--- src/include/acrb_defs.svh ---
`ifndef ACRB_DEFS_SVH
`define ACRB_DEFS_SVH
// Summary of operation
// RL1: Phase select bit picks 0 or 90 degrees
// RL2: Swing bit picks reduced or standard amplitude
// RL3: Test pattern bit replaces conversion data output
// RL4: I and Q power-down bits act independently
// RL5: Low clock rate bit, host sets below 300MHz
// RL6: Interleave Q-input bit selects Q input
// RL7: Interleave dual-input bit ties I and Q
// RL8: Coding bit: set two's complement, clear offset binary
// RL9: Time stamp bit enables time stamp
// RL10: Trim skip bit skips resistor trim step
// RL11: Serial cal bit takes commands from port
// RL12: Per channel offset sign and magnitude held
// RL13: Full-scale 600 to 1000mV, default 800mV
// RL14: Host recalibrates after full-scale change
// RL15: Duty cycle correction on, set by default
// RL16: Coarse enable applies coarse aperture delay
// RL17: Fine enable applies fine, overrides coarse
// RL18: Clock reset input ignored, default disabled
// RL19: Ref clock outputs quarter rate when enabled
// RL20: Slave bit uses selected reference phase
// RL21: Reference delay code clamps above 319
// RL22: Host writes 1C00h to address 6 first
// RL23: Host uses serial control only, pin low
// RL24: Settings apply only after complete write

// Serial frame: 1 read bit, 4 address bits, 16 data bits
`define ACRB_ADDR_W      4
`define ACRB_DATA_W      16
`define ACRB_FRAME_LEN   5'd21
`define ACRB_SCLK_DIV    4'd4

// Device register addresses
`define ACRB_A_CONFIG    4'h0
`define ACRB_A_CAL       4'h1
`define ACRB_A_I_OFFS    4'h2
`define ACRB_A_I_FS      4'h3
`define ACRB_A_Q_OFFS    4'h4
`define ACRB_A_Q_FS      4'h5
`define ACRB_A_CALPRE    4'h6
`define ACRB_A_ADJ       4'h7
`define ACRB_A_SYNC      4'h8

// Config register bits
`define ACRB_B_PHASE     0
`define ACRB_B_SWING     1
`define ACRB_B_TPAT      2
`define ACRB_B_PDI       3
`define ACRB_B_PDQ       4
`define ACRB_B_LFS       5
`define ACRB_B_INTERLEAVE_Q_INPUT      6
`define ACRB_B_INTERLEAVE_DUAL_INPUT     7
`define ACRB_B_CODE      8
`define ACRB_B_TSE       9
// Cal register bits
`define ACRB_B_TRIM      0
`define ACRB_B_SSC       1
// Offset register: sign at 15, magnitude 11:0
`define ACRB_B_OSIGN     15
`define ACRB_OMAG_W      12
// Adjust register: dcc 15, coarse en 14, fine en 13
`define ACRB_B_DCC       15
`define ACRB_B_CEN       14
`define ACRB_B_FEN       13
`define ACRB_CRS_W       5
`define ACRB_FIN_W       8
// Sync register: dr 15, doc 14, es 13, phase 12:11, delay 8:0
`define ACRB_B_DR        15
`define ACRB_B_DOC       14
`define ACRB_B_ES        13
`define ACRB_PH_HI       12
`define ACRB_PH_LO       11
`define ACRB_DLY_W       9
`define ACRB_DLY_MAX     9'd319

// Full-scale code in mV
`define ACRB_FS_MIN      16'h0258
`define ACRB_FS_MAX      16'h03E8

// Reset values
`define ACRB_R_CONFIG    16'h0000
`define ACRB_R_CAL       16'h0000
`define ACRB_R_OFFS      16'h0000
`define ACRB_R_FS        16'h0320
`define ACRB_R_CALPRE    16'h0000
`define ACRB_R_ADJ       16'h8000
`define ACRB_R_SYNC      16'hC000
`define ACRB_CALPRE_VAL  16'h1C00

// Host APB registers
`define ACRB_P_CMD       12'h000
`define ACRB_P_WDATA     12'h004
`define ACRB_P_STATUS    12'h008
`define ACRB_P_RDATA     12'h00C
`define ACRB_CMD_GO      8
`define ACRB_CMD_RD      7
`endif

--- src/include/acrb_if.sv ---
`timescale 1ns/1ps
interface acrb_if;
    logic sclk;
    logic scs_n;
    logic sdi;
    logic sdo;
    logic sdo_oe;
    modport device (
        input  sclk,
        input  scs_n,
        input  sdi,
        output sdo,
        output sdo_oe
    );
    modport host (
        output sclk,
        output scs_n,
        output sdi,
        input  sdo,
        input  sdo_oe
    );
endinterface

--- src/design/acrb_device.sv ---
// Our own choice: the serial register port.
`timescale 1ns/1ps
`include "acrb_defs.svh"
module acrb_device (
    input  wire logic                   pclk,
    input  wire logic                   presetn,
    acrb_if.device                      port,
    input  wire logic                   extended_control_pin,
    input  wire logic                   sample_clk_en,
    input  wire logic                   clock_reset_in,
    output logic                        output_phase_select,
    output logic                        output_swing_select,
    output logic                        test_pattern_enable,
    output logic                        i_channel_powerdown,
    output logic                        q_channel_powerdown,
    output logic                        low_clock_rate_select,
    output logic                        interleave_q_input,
    output logic                        interleave_dual_input,
    output logic                        output_coding_select,
    output logic                        time_stamp_enable,
    output logic                        resistor_trim_skip,
    output logic                        serial_cal_control,
    output logic                        i_offset_sign,
    output logic [`ACRB_OMAG_W-1:0]     i_offset_mag,
    output logic                        q_offset_sign,
    output logic [`ACRB_OMAG_W-1:0]     q_offset_mag,
    output logic [`ACRB_DATA_W-1:0]     i_full_scale_mv,
    output logic [`ACRB_DATA_W-1:0]     q_full_scale_mv,
    output logic [`ACRB_DATA_W-1:0]     cal_prerequisite,
    output logic                        duty_cycle_correct_en,
    output logic                        coarse_aperture_adjust_en,
    output logic                        fine_aperture_adjust_en,
    output logic [`ACRB_CRS_W-1:0]      coarse_delay_applied,
    output logic [`ACRB_FIN_W-1:0]      fine_delay_applied,
    output logic                        clock_reset_disable,
    output logic                        clock_reset_taken,
    output logic                        ref_clock_output_disable,
    output logic                        ref_clock_output_one,
    output logic                        ref_clock_output_two,
    output logic                        sync_slave_enable,
    output logic [1:0]                  sync_phase_select,
    output logic [`ACRB_DLY_W-1:0]      ref_delay_code
);
    logic [`ACRB_DATA_W-1:0] cfg_ff, cal_ff, io_ff, ifs_ff, qo_ff;
    logic [`ACRB_DATA_W-1:0] qfs_ff, pre_ff, adj_ff, sync_ff;
    logic [2:0] sclk_sync_ff, cs_sync_ff;
    logic [1:0] sdi_sync_ff;
    logic [4:0] bit_cnt_ff;
    logic [20:0] shift_ff;
    logic [`ACRB_DATA_W-1:0] rd_ff;
    logic sdo_oe_ff;
    logic [1:0] quarter_ff;
    logic sclk_rise, sclk_fall, cs_act, cs_end, wr_go, serial_ok;
    logic [`ACRB_ADDR_W-1:0] waddr, raddr;
    logic [`ACRB_DATA_W-1:0] wdata, rd_sel;
    logic [`ACRB_DLY_W-1:0] dly_raw;

    // Two-stage sync; only stage 2 and later are examined
    always_ff @(posedge pclk or negedge presetn) begin
        if (!presetn) begin
            sclk_sync_ff <= 3'h0;
            cs_sync_ff   <= 3'h7;
            sdi_sync_ff  <= 2'h0;
        end else begin
            sclk_sync_ff <= {sclk_sync_ff[1:0], port.sclk};
            cs_sync_ff   <= {cs_sync_ff[1:0], port.scs_n};
            sdi_sync_ff  <= {sdi_sync_ff[0], port.sdi};
        end
    end
    assign serial_ok = !extended_control_pin; // RL23
    assign sclk_rise = sclk_sync_ff[1] & ~sclk_sync_ff[2];
    assign sclk_fall = ~sclk_sync_ff[1] & sclk_sync_ff[2];
    assign cs_act    = ~cs_sync_ff[1];
    assign cs_end    = cs_sync_ff[1] & ~cs_sync_ff[2];

    always_ff @(posedge pclk or negedge presetn) begin
        if (!presetn) begin
            bit_cnt_ff <= 5'h00;
            shift_ff   <= 21'h000000;
        end else if (!cs_act) begin
            bit_cnt_ff <= 5'h00;
        end else if (sclk_rise && bit_cnt_ff != `ACRB_FRAME_LEN) begin
            bit_cnt_ff <= bit_cnt_ff + 5'h01;
            shift_ff   <= {shift_ff[19:0], sdi_sync_ff[1]};
        end
    end

    // Partial frames are dropped at chip-select end
    assign wr_go = cs_end && bit_cnt_ff == `ACRB_FRAME_LEN
                   && !shift_ff[20] && serial_ok; // RL24
    assign waddr = shift_ff[19:16];
    assign wdata = shift_ff[15:0];
    assign raddr = shift_ff[3:0];

    always_ff @(posedge pclk or negedge presetn) begin
        if (!presetn) begin
            cfg_ff  <= `ACRB_R_CONFIG;
            cal_ff  <= `ACRB_R_CAL;
            io_ff   <= `ACRB_R_OFFS;
            ifs_ff  <= `ACRB_R_FS;
            qo_ff   <= `ACRB_R_OFFS;
            qfs_ff  <= `ACRB_R_FS;
            pre_ff  <= `ACRB_R_CALPRE;
            adj_ff  <= `ACRB_R_ADJ;
            sync_ff <= `ACRB_R_SYNC;
        end else if (wr_go) begin // RL24
            if (waddr == `ACRB_A_CONFIG) begin
                cfg_ff <= wdata;
            end else if (waddr == `ACRB_A_CAL) begin
                cal_ff <= wdata;
            end else if (waddr == `ACRB_A_I_OFFS) begin
                io_ff <= wdata; // RL12
            end else if (waddr == `ACRB_A_I_FS) begin
                ifs_ff <= (wdata < `ACRB_FS_MIN) ? `ACRB_FS_MIN :
                          (wdata > `ACRB_FS_MAX) ? `ACRB_FS_MAX : wdata; // RL13
            end else if (waddr == `ACRB_A_Q_OFFS) begin
                qo_ff <= wdata; // RL12
            end else if (waddr == `ACRB_A_Q_FS) begin
                qfs_ff <= (wdata < `ACRB_FS_MIN) ? `ACRB_FS_MIN :
                          (wdata > `ACRB_FS_MAX) ? `ACRB_FS_MAX : wdata; // RL13
            end else if (waddr == `ACRB_A_CALPRE) begin
                pre_ff <= wdata;
            end else if (waddr == `ACRB_A_ADJ) begin
                adj_ff <= wdata;
            end else if (waddr == `ACRB_A_SYNC) begin
                sync_ff <= wdata;
            end
        end
    end

    // Read back, shifted out on sclk falling edges
    always_comb begin
        rd_sel = 16'h0000;
        if (raddr == `ACRB_A_CONFIG) begin
            rd_sel = cfg_ff;
        end else if (raddr == `ACRB_A_CAL) begin
            rd_sel = cal_ff;
        end else if (raddr == `ACRB_A_I_OFFS) begin
            rd_sel = io_ff;
        end else if (raddr == `ACRB_A_I_FS) begin
            rd_sel = ifs_ff;
        end else if (raddr == `ACRB_A_Q_OFFS) begin
            rd_sel = qo_ff;
        end else if (raddr == `ACRB_A_Q_FS) begin
            rd_sel = qfs_ff;
        end else if (raddr == `ACRB_A_CALPRE) begin
            rd_sel = pre_ff;
        end else if (raddr == `ACRB_A_ADJ) begin
            rd_sel = adj_ff;
        end else if (raddr == `ACRB_A_SYNC) begin
            rd_sel = sync_ff;
        end
    end

    always_ff @(posedge pclk or negedge presetn) begin
        if (!presetn) begin
            rd_ff     <= 16'h0000;
            sdo_oe_ff <= 1'b0;
        end else if (!cs_act) begin
            sdo_oe_ff <= 1'b0;
        end else if (sclk_fall && bit_cnt_ff == 5'd5 && shift_ff[4]) begin
            rd_ff     <= rd_sel;
            sdo_oe_ff <= serial_ok;
        end else if (sclk_fall && sdo_oe_ff) begin
            rd_ff <= {rd_ff[14:0], 1'b0};
        end
    end
    assign port.sdo    = rd_ff[15];
    assign port.sdo_oe = sdo_oe_ff;

    // Config word decoded straight to controls
    assign output_phase_select   = cfg_ff[`ACRB_B_PHASE]; // RL1
    assign output_swing_select   = cfg_ff[`ACRB_B_SWING]; // RL2
    assign test_pattern_enable   = cfg_ff[`ACRB_B_TPAT]; // RL3
    assign i_channel_powerdown   = cfg_ff[`ACRB_B_PDI]; // RL4
    assign q_channel_powerdown   = cfg_ff[`ACRB_B_PDQ]; // RL4
    assign low_clock_rate_select = cfg_ff[`ACRB_B_LFS]; // RL5
    assign interleave_q_input    = cfg_ff[`ACRB_B_INTERLEAVE_Q_INPUT]; // RL6
    assign interleave_dual_input = cfg_ff[`ACRB_B_INTERLEAVE_DUAL_INPUT]; // RL7
    assign output_coding_select  = cfg_ff[`ACRB_B_CODE]; // RL8
    assign time_stamp_enable     = cfg_ff[`ACRB_B_TSE]; // RL9
    assign resistor_trim_skip    = cal_ff[`ACRB_B_TRIM]; // RL10
    assign serial_cal_control    = cal_ff[`ACRB_B_SSC]; // RL11
    assign i_offset_sign = io_ff[`ACRB_B_OSIGN]; // RL12
    assign i_offset_mag  = io_ff[`ACRB_OMAG_W-1:0]; // RL12
    assign q_offset_sign = qo_ff[`ACRB_B_OSIGN];
    assign q_offset_mag  = qo_ff[`ACRB_OMAG_W-1:0];
    assign i_full_scale_mv  = ifs_ff;
    assign q_full_scale_mv  = qfs_ff;
    assign cal_prerequisite = pre_ff;
    assign duty_cycle_correct_en     = adj_ff[`ACRB_B_DCC]; // RL15
    assign coarse_aperture_adjust_en = adj_ff[`ACRB_B_CEN];
    assign fine_aperture_adjust_en   = adj_ff[`ACRB_B_FEN];
    // Fine wins over coarse
    assign coarse_delay_applied = (adj_ff[`ACRB_B_CEN] && !adj_ff[`ACRB_B_FEN])
        ? adj_ff[`ACRB_CRS_W+`ACRB_FIN_W-1:`ACRB_FIN_W]
        : 5'h00; // RL16 RL17
    assign fine_delay_applied = adj_ff[`ACRB_B_FEN]
        ? adj_ff[`ACRB_FIN_W-1:0] : 8'h00; // RL17
    assign clock_reset_disable = sync_ff[`ACRB_B_DR];
    assign clock_reset_taken = clock_reset_in && !sync_ff[`ACRB_B_DR]; // RL18
    assign ref_clock_output_disable = sync_ff[`ACRB_B_DOC];
    assign sync_slave_enable = sync_ff[`ACRB_B_ES]; // RL20
    assign sync_phase_select = sync_ff[`ACRB_B_ES]
        ? sync_ff[`ACRB_PH_HI:`ACRB_PH_LO] : 2'h0; // RL20
    assign dly_raw = sync_ff[`ACRB_DLY_W-1:0];
    assign ref_delay_code = (dly_raw > `ACRB_DLY_MAX)
        ? `ACRB_DLY_MAX : dly_raw; // RL21

    // Quarter-rate reference clock from sample clock enable
    always_ff @(posedge pclk or negedge presetn) begin
        if (!presetn) begin
            quarter_ff <= 2'h0;
        end else if (sample_clk_en) begin
            quarter_ff <= quarter_ff + 2'h1;
        end
    end
    assign ref_clock_output_one = !sync_ff[`ACRB_B_DOC] & quarter_ff[1]; // RL19
    assign ref_clock_output_two = !sync_ff[`ACRB_B_DOC] & quarter_ff[1]; // RL19
endmodule

--- src/flat_wrapper.sv ---
// flat-port wrapper written by rule: the top's interface ports become plain ports
module acrb_device_flat 
  (pclk, presetn, extended_control_pin, sample_clk_en, clock_reset_in, output_phase_select, output_swing_select, test_pattern_enable, i_channel_powerdown, q_channel_powerdown, low_clock_rate_select, interleave_q_input, interleave_dual_input, output_coding_select, time_stamp_enable, resistor_trim_skip, serial_cal_control, i_offset_sign, i_offset_mag, q_offset_sign, q_offset_mag, i_full_scale_mv, q_full_scale_mv, cal_prerequisite, duty_cycle_correct_en, coarse_aperture_adjust_en, fine_aperture_adjust_en, coarse_delay_applied, fine_delay_applied, clock_reset_disable, clock_reset_taken, ref_clock_output_disable, ref_clock_output_one, ref_clock_output_two, sync_slave_enable, sync_phase_select, ref_delay_code, port_sclk, port_scs_n, port_sdi, port_sdo, port_sdo_oe);
  acrb_if port_i ();
  input  wire logic pclk;
  input  wire logic presetn;
  input  wire logic extended_control_pin;
  input  wire logic sample_clk_en;
  input  wire logic clock_reset_in;
  output logic output_phase_select;
  output logic output_swing_select;
  output logic test_pattern_enable;
  output logic i_channel_powerdown;
  output logic q_channel_powerdown;
  output logic low_clock_rate_select;
  output logic interleave_q_input;
  output logic interleave_dual_input;
  output logic output_coding_select;
  output logic time_stamp_enable;
  output logic resistor_trim_skip;
  output logic serial_cal_control;
  output logic i_offset_sign;
  output logic [`ACRB_OMAG_W-1:0] i_offset_mag;
  output logic q_offset_sign;
  output logic [`ACRB_OMAG_W-1:0] q_offset_mag;
  output logic [`ACRB_DATA_W-1:0] i_full_scale_mv;
  output logic [`ACRB_DATA_W-1:0] q_full_scale_mv;
  output logic [`ACRB_DATA_W-1:0] cal_prerequisite;
  output logic duty_cycle_correct_en;
  output logic coarse_aperture_adjust_en;
  output logic fine_aperture_adjust_en;
  output logic [`ACRB_CRS_W-1:0] coarse_delay_applied;
  output logic [`ACRB_FIN_W-1:0] fine_delay_applied;
  output logic clock_reset_disable;
  output logic clock_reset_taken;
  output logic ref_clock_output_disable;
  output logic ref_clock_output_one;
  output logic ref_clock_output_two;
  output logic sync_slave_enable;
  output logic [1:0] sync_phase_select;
  output logic [`ACRB_DLY_W-1:0] ref_delay_code;
  input wire logic [$bits(port_i.sclk)-1:0] port_sclk;
  input wire logic [$bits(port_i.scs_n)-1:0] port_scs_n;
  input wire logic [$bits(port_i.sdi)-1:0] port_sdi;
  output wire logic [$bits(port_i.sdo)-1:0] port_sdo;
  output wire logic [$bits(port_i.sdo_oe)-1:0] port_sdo_oe;
  assign port_i.sclk = port_sclk;
  assign port_i.scs_n = port_scs_n;
  assign port_i.sdi = port_sdi;
  assign port_sdo = port_i.sdo;
  assign port_sdo_oe = port_i.sdo_oe;
  acrb_device u_core (.pclk(pclk), .presetn(presetn), .port(port_i), .extended_control_pin(extended_control_pin), .sample_clk_en(sample_clk_en), .clock_reset_in(clock_reset_in), .output_phase_select(output_phase_select), .output_swing_select(output_swing_select), .test_pattern_enable(test_pattern_enable), .i_channel_powerdown(i_channel_powerdown), .q_channel_powerdown(q_channel_powerdown), .low_clock_rate_select(low_clock_rate_select), .interleave_q_input(interleave_q_input), .interleave_dual_input(interleave_dual_input), .output_coding_select(output_coding_select), .time_stamp_enable(time_stamp_enable), .resistor_trim_skip(resistor_trim_skip), .serial_cal_control(serial_cal_control), .i_offset_sign(i_offset_sign), .i_offset_mag(i_offset_mag), .q_offset_sign(q_offset_sign), .q_offset_mag(q_offset_mag), .i_full_scale_mv(i_full_scale_mv), .q_full_scale_mv(q_full_scale_mv), .cal_prerequisite(cal_prerequisite), .duty_cycle_correct_en(duty_cycle_correct_en), .coarse_aperture_adjust_en(coarse_aperture_adjust_en), .fine_aperture_adjust_en(fine_aperture_adjust_en), .coarse_delay_applied(coarse_delay_applied), .fine_delay_applied(fine_delay_applied), .clock_reset_disable(clock_reset_disable), .clock_reset_taken(clock_reset_taken), .ref_clock_output_disable(ref_clock_output_disable), .ref_clock_output_one(ref_clock_output_one), .ref_clock_output_two(ref_clock_output_two), .sync_slave_enable(sync_slave_enable), .sync_phase_select(sync_phase_select), .ref_delay_code(ref_delay_code));
endmodule
--- config.mk ---
export PLATFORM = sky130hd
export DESIGN_NAME = acrb_device_flat
export DESIGN_NICKNAME = d
export VERILOG_FILES = /design/src/include/acrb_if.sv /design/src/design/acrb_device.sv /design/src/flat_wrapper.sv
export VERILOG_INCLUDE_DIRS = /design/src /design/src/include
export SDC_FILE = /design/constraint.sdc
export NUM_CORES = 1
export LEC_CHECK = 0
export BUFFER_PORTS_ARGS = -buffer_cell sky130_fd_sc_hd__buf_2
export CAP_MARGIN = 20
export CORE_AREA = 2 2 141 129
export CTS_CLUSTER_SIZE = 40
export DETAILED_ROUTE_END_ITERATION = 16
export DIE_AREA = 0 0 143 131
export PLACE_DENSITY_LB_ADDON = 0.3
export SYNTH_ARGS = -nofsm -noshare
export SYNTH_HDL_FRONTEND = slang
export SYNTH_SLANG_ARGS = --single-unit
--- constraint.sdc ---
create_clock -name pclk -period 2.8 [get_ports pclk]
set_input_delay 0.42 -clock pclk [delete_from_list [all_inputs] [get_ports pclk]]
set_output_delay 0.42 -clock pclk [all_outputs]
set_load 0.05 [all_outputs]
# [Yosys cells after proc, flatten, opt, wreduce, memory -nomap -nowiden]
# Index checks and enable logic that the tools add are counted.
[word_totals] register_bits=197 in_bits=8
[classes] order_cmp=3 n_eq_ne=19 n_bitwise=16 addsub=2 mux=21 n_reduce_logical=30
[op_table] op="$mux W16" n=13
[op_table] op="$eq A4 B3 Y1 const B" n=8
[op_table] op="$eq A4 B2 Y1 const B" n=4
[op_table] op="$gt A16 B10 Y1 const B" n=1
[op_table] op="$lt A16 B10 Y1 const B" n=1
[op_table] op="$mux W5" n=3
[op_table] op="$not A1 Y1" n=12
[op_table] op="$reduce_and A10 Y1" n=1
[op_table] op="$gt A9 B9 Y1 const B" n=1
[op_table] op="$logic_and A1 B1 Y1" n=9
[op_table] op="$mux W9" n=1
[op_table] op="$reduce_and A9 Y1" n=1
[op_table] op="$eq A4 B1 Y1 const B" n=2
[op_table] op="$eq A4 B4 Y1 const B" n=2
[op_table] op="$logic_not A4 Y1" n=2
[op_table] op="$mux W8" n=1
[op_table] op="$reduce_and A8 Y1" n=1
[op_table] op="$reduce_and A7 Y1" n=1
[op_table] op="$reduce_and A2 Y1" n=3
[op_table] op="$reduce_and A6 Y1" n=1
[op_table] op="$reduce_bool A2 Y1" n=3
[op_table] op="$add A5 B1 Y5 const B" n=1
[op_table] op="$eq A5 B3 Y1 const B" n=1
[op_table] op="$eq A5 B5 Y1 const B" n=1
[op_table] op="9 further kinds" n=17

# [Longest topological paths before layout]
[logic_depth] ltp_word=11 mapped_depth=10

# [Worst setup path after synthesis]
# No wires, ideal clock.
[synth_timing] kind="reg-to-reg" start="register u_core.cs_sync_ff[1]" end="register u_core.adj_ff[10]" path_buffers=3 arrival_ns=2.070 period_less_slack_ns=2.195 setup_slack_ns=0.605 path_stages_with_launch=8 required_time_ns=2.675 setup_time_ns=0.125 cell_sequence="dfstp_2 > buf_6 > or4b_4 > nor4_4 > and3_1 > buf_6 > buf_12 > mux2_4"
[synth_via] elab_chain_len=5
[synth_lines] item="from (decl)" line_no="acrb_device.sv:46" rtl="logic [2:0] sclk_sync_ff, cs_sync_ff;"
[synth_lines] item="from (signal assigned)" line_no="acrb_device.sv:66" rtl="cs_sync_ff <= {cs_sync_ff[1:0], port.scs_n};"
[synth_lines] item="$and A1 B1 Y1" line_no="acrb_device.sv:74" rtl="assign cs_end = cs_sync_ff[1] & ~cs_sync_ff[2];"
[synth_lines] item="$logic_and A1 B1 Y1 (no source line)"
[synth_lines] item="$logic_and A1 B1 Y1 (2 in series)" line_no="acrb_device.sv:89" rtl="assign wr_go = cs_end && bit_cnt_ff == `ACRB_FRAME_LEN"
[synth_lines] item="$reduce_and A9 Y1 (no source line)"
[synth_lines] item="to (signal assigned)" line_no="acrb_device.sv:104" rtl="adj_ff <= `ACRB_R_ADJ;"
[synth_lines] item="to (signal assigned)" line_no="acrb_device.sv:124" rtl="adj_ff <= wdata;"
[synth_lines] item="to (decl)" line_no="acrb_device.sv:45" rtl="logic [`ACRB_DATA_W-1:0] qfs_ff, pre_ff, adj_ff, sync_ff;"
# No other way between the ends.
# A chain may end at the register's enable or synchronous reset.

# [Final worst setup path]
[layout_timing] start="register u_core.shift_ff[1]" end="register u_core.rd_ff[13]"
[layout_via] elab_chain_len=11 word_cells_on_any_way=19 cone_classes="eq/ne (8); mux (10); reduce/logical (1)"
[layout_lines] item="from (decl)" line_no="acrb_device.sv:49" rtl="logic [20:0] shift_ff;"
[layout_lines] item="from (signal assigned)" line_no="acrb_device.sv:84" rtl="shift_ff <= {shift_ff[19:0], sdi_sync_ff[1]};"
[layout_lines] item="$eq A4 B4 Y1 (no source line)"
[layout_lines] item="$mux W16" line_no="acrb_device.sv:150" rtl="end else if (raddr == `ACRB_A_SYNC) begin"
[layout_lines] item="$mux W16" line_no="acrb_device.sv:148" rtl="end else if (raddr == `ACRB_A_ADJ) begin"
[layout_lines] item="$mux W16" line_no="acrb_device.sv:146" rtl="end else if (raddr == `ACRB_A_CALPRE) begin"
[layout_lines] item="$mux W16" line_no="acrb_device.sv:144" rtl="end else if (raddr == `ACRB_A_Q_FS) begin"
[layout_lines] item="$mux W16" line_no="acrb_device.sv:142" rtl="end else if (raddr == `ACRB_A_Q_OFFS) begin"
[layout_lines] item="$mux W16" line_no="acrb_device.sv:140" rtl="end else if (raddr == `ACRB_A_I_FS) begin"
[layout_lines] item="$mux W16" line_no="acrb_device.sv:138" rtl="end else if (raddr == `ACRB_A_I_OFFS) begin"
[layout_lines] item="$mux W16" line_no="acrb_device.sv:136" rtl="end else if (raddr == `ACRB_A_CAL) begin"
[layout_lines] item="$mux W16 *" line_no="acrb_device.sv:134" rtl="if (raddr == `ACRB_A_CONFIG) begin"
[layout_lines] item="$mux W16 *" line_no="acrb_device.sv:161" rtl="end else if (sclk_fall && bit_cnt_ff == 5'd5 && shift_ff[4]) begin"
[layout_lines] item="to (signal assigned)" line_no="acrb_device.sv:162" rtl="rd_ff <= rd_sel;"
[layout_lines] item="to (signal assigned)" line_no="acrb_device.sv:165" rtl="rd_ff <= {rd_ff[14:0], 1'b0};"
[layout_lines] item="to (decl)" line_no="acrb_device.sv:50" rtl="logic [`ACRB_DATA_W-1:0] rd_ff;"
# Mark *: on every way between the ends. The rest lies on a longest branch, timed or not.

==> impl_metrics.csv <==
group,metric,value,unit
die,num_rows,46,
global_routing,grtUsageMet1,45.13,%
clock_tree,cts.sinks,197,
power_and_ir_drop,p_leak,5.419,nW
sta,slew_violations,0,
die,design.die.area,18730,um2
global_routing,grt_use_met2,46.50,%
synth,syn_avg_cell_area,10.89,um2
global_routing,gr-usage-all-layers,31.02,%
global_routing,grt_busiest_layer,"met2",
layout,final_cells,1241,
clock_tree,postCtsSetupBuffers,0,
global_routing,grt_max_degree,78,
detailed_routing,first_iter_violations,779,
sta,fin_hold_ws,0.4038,ps
synth,synthCells,903,
sta,timing.final.ws_setup,267.5,ps
synth,yosysWarnings,0,
placed_design,portBuffers,128,
sta,relSlewSlack,49.93,%
synth,synthTopCellsByArea,"dfrtp_1 47%, mux2_2 10%, o21ai_0 4.0%",
die,io-pin-count,129,
status,status,"complete, no violations",
setup_path,endpoint_kind,"flop",
layout,final_common_cell,"dfrtp_1",
synth,ys.flop_type,"dfrtp_1",
layout,fill_cells,1370,
sta,fin_crit_sh,90.45,%
global_routing,grtUsageMet3,7.362,%
clock_tree,htreeDepth,4,
detailed_routing,viasPerCell,6.118,
synth,yosys.area.top_type,"dfrtp_1",
power_and_ir_drop,power.density,621.5,nW/um2
placed_design,dp.cells,1209,
clock_tree,tritoncts,"done",
sta,setup_violations,0,
layout,antenna_cells,0,
setup_path,crit_arrival,2850,ps
die,fp.coreArea,17320,um2
detailed_routing,post_drt_wl_per_cell,22.61,um
clock_tree,cts_hold_buf,0,
setup_path,max_stage_delay,790,ps
placed_design,place_area,10480,um2
layout,final_area,11050,um2
setup_path,cp-start-kind,"flop",
detailed_routing,first_pass_iters,5,
detailed_routing,routed_wl,28.06,mm
layout,nets,998,
die,die_y,131,um
clock_tree,clockBufferDepth,2,
synth,synth_fp_nets,913,
sta,finClkSkew,9.066,ps
global_routing,grt_overflow_total,0,
placed_design,dp_hpwl,19.43,mm
sta,rsz0062_at_grt,"false",
hold_path,hold_class,"input pin to asynchronous set/reset pin",
layout,drive_above_1_share,32.27,%
setup_path,crit_required,3120,ps
sta,hold_viol,0,
clock_tree,cts_buffers,17,
placed_design,place_congestion,0.8946,
clock_tree,cts_resized,0,
detailed_routing,num_vias,7593,
clock_tree,cts_root_buf,"clkbuf_16",
setup_path,critPathMaxFanout,33,
setup_path,crit_slowest_cell,"dfrtp_2",
placed_design,dp_slack,359.4,ps
synth,yosysSeqAreaShare,50.29,%
sta,clock.fmax,394.9,MHz
job,cap_violations,0,
layout,syn_to_final_growth,12.42,%
sta,fin_crit,2532,ps
synth,synth-async-reset-ratio,100.0,%
setup_path,crit_chain,"nand2b_1 > buf_4 > o21ai_0 > a22o_1 > a222oi_1 > a221o_1",
clock_tree,path_clk_slew,70,ps
synth,ys_types,69,
setup_path,cpLargestDelayFamily,"compound AO/OA/AOI/OAI gates",
detailed_routing,antenna_left,0,
die,die_width,143,um
global_routing,grt_pass1_wl,43.33,mm
global_routing,grt_pass1_vias,7238,
synth,ys_seq_elements,197,
synth,yosys.area.top_type_share,47.09,%
sta,worst_pin_slew,743.3,ps
setup_path,path_class,"flop to flop",
die,initial_core_util,56.75,%
sta,tns,0,ps
global_routing,antenna_found_initial,0,
synth,synth_edf_count,0,
power_and_ir_drop,ir_drop,0.0006171,V
clock_tree,clk_latency,440,ps
setup_path,path_buf_inv,1,
detailed_routing,drc_errors,0,
synth,syn_area,9832,um2
layout,final_cell_mix,"183 x dfrtp_1, 127 x buf_2, 89 x mux2_2",
power breakdown:
group / total, W / internal, W / leakage (nW) / switching [W]
combinational: 0.00137 / 0.000463 / 2.46 / 0.000906
sequential: 0.00308 / 0.00291 / 2.68 / 0.000174
clock: 0.00242 / 0.00136 / 0.274 / 0.00106
total: 0.00687 / 0.00473 / 5.42 / 0.00214
synthesized netlist by cell type (4+ instances only):
master	count
a211oi_1	7
a21oi_1	44
a221o_1	7
a221oi_1	4
a22o_1	9
a22oi_1	10
a32oi_1	7
and2_1	28
buf_12	5
buf_2	27
buf_4	25
buf_6	5
clkbuf_1	32
dfrtp_1	185
dfstp_2	12
dlygate4sd1_1	4
inv_1	15
mux2_1	9
mux2_2	89
mux2_4	10
mux2i_1	14
nand2_1	78
nand2b_1	25
nand3_1	13
nand4_1	4
nor2_1	23
nor2b_1	21
nor3_1	22
nor4_1	6
o21ai_0	79
o21ai_1	5
o221ai_1	5
o22a_1	4
o22ai_1	9
o2bb2ai_1	4
xor2_1	4
routing by layer:
| metal | share of wire (%) | vias up |
|---|---|---|
| met4 | 2.3 | 0 |
| met1 | 44 | 3810 |
| met2 | 45 | 369 |
| met3 | 8.7 | 56 |
| li1 | - | 3358 |
| met5 | 0 | - |
logic make-up after synthesis:
logic type                 synth area share (%)
AOI/OAI and AO/OA                         13.87
adders and majority gates                0.2545
and+or+nand+nor                           13.27
DFF                                       50.29
buffers and inverters                     7.368
muxes                                     14.41
xor gates and xnor gates                 0.5345
through the flow:
stage                     util (%)  total power [W]
after CTS                    63.80         0.006845
after floorplan                  -         0.003921
after detailed placement     60.49         0.004448
final                        63.80         0.006870
after global routing         63.80         0.007102
after global placement       60.49         0.004433
worst paths after layout:
path	startpoint	endpoint	slack, ps	cells past startpoint
setup / recovery	u_core.shift_ff[1]$_DFFE_PN0P_	u_core.rd_ff[13]$_DFFE_PN0P_	270	6
hold / removal	presetn	u_core.sdi_sync_ff[0]$_DFF_PN0_	0.4	1
setup reg to reg	u_core.shift_ff[1]$_DFFE_PN0P_	u_core.rd_ff[13]$_DFFE_PN0P_	270	6
hold reg to reg	u_core.sdi_sync_ff[0]$_DFF_PN0_	u_core.sdi_sync_ff[1]$_DFF_PN0_	350	0
max in group asynchronous	presetn	u_core.cs_sync_ff[1]$_DFF_PN1_	1920	2
min in group pclk	port_scs_n	u_core.cs_sync_ff[0]$_DFF_PN1_	70	1
registers in the layout, summed over array words and instances (netlist names), 2 cells and up:
register                 count
u_core.adj_ff               16
u_core.qo_ff                16
u_core.bit_cnt_ff            5
u_core.sdi_sync_ff           2
u_core.cs_sync_ff            3
u_core.q_full_scale_mv      16
u_core.io_ff                16
u_core.cfg_ff               16
u_core.shift_ff             21
u_core.rd_ff                16
u_core.cal_ff               16
u_core.sclk_sync_ff          3
u_core.sync_ff              16
u_core.quarter_ff            2
u_core.cal_prerequisite     16
u_core.i_full_scale_mv      16
area by class of cell:
class,count,area (um2),area share [%]
clock inverter,8,102.6,0.9282
tap,240,300.3,2.717
clock buffer,24,471.7,4.268
timing repair buffer,168,999.7,9.045
sequential,197,4947,44.76
inverter,16,60.06,0.5434
multi-input combinational,588,4172,37.74
Power figures use the tool's default switching activity.
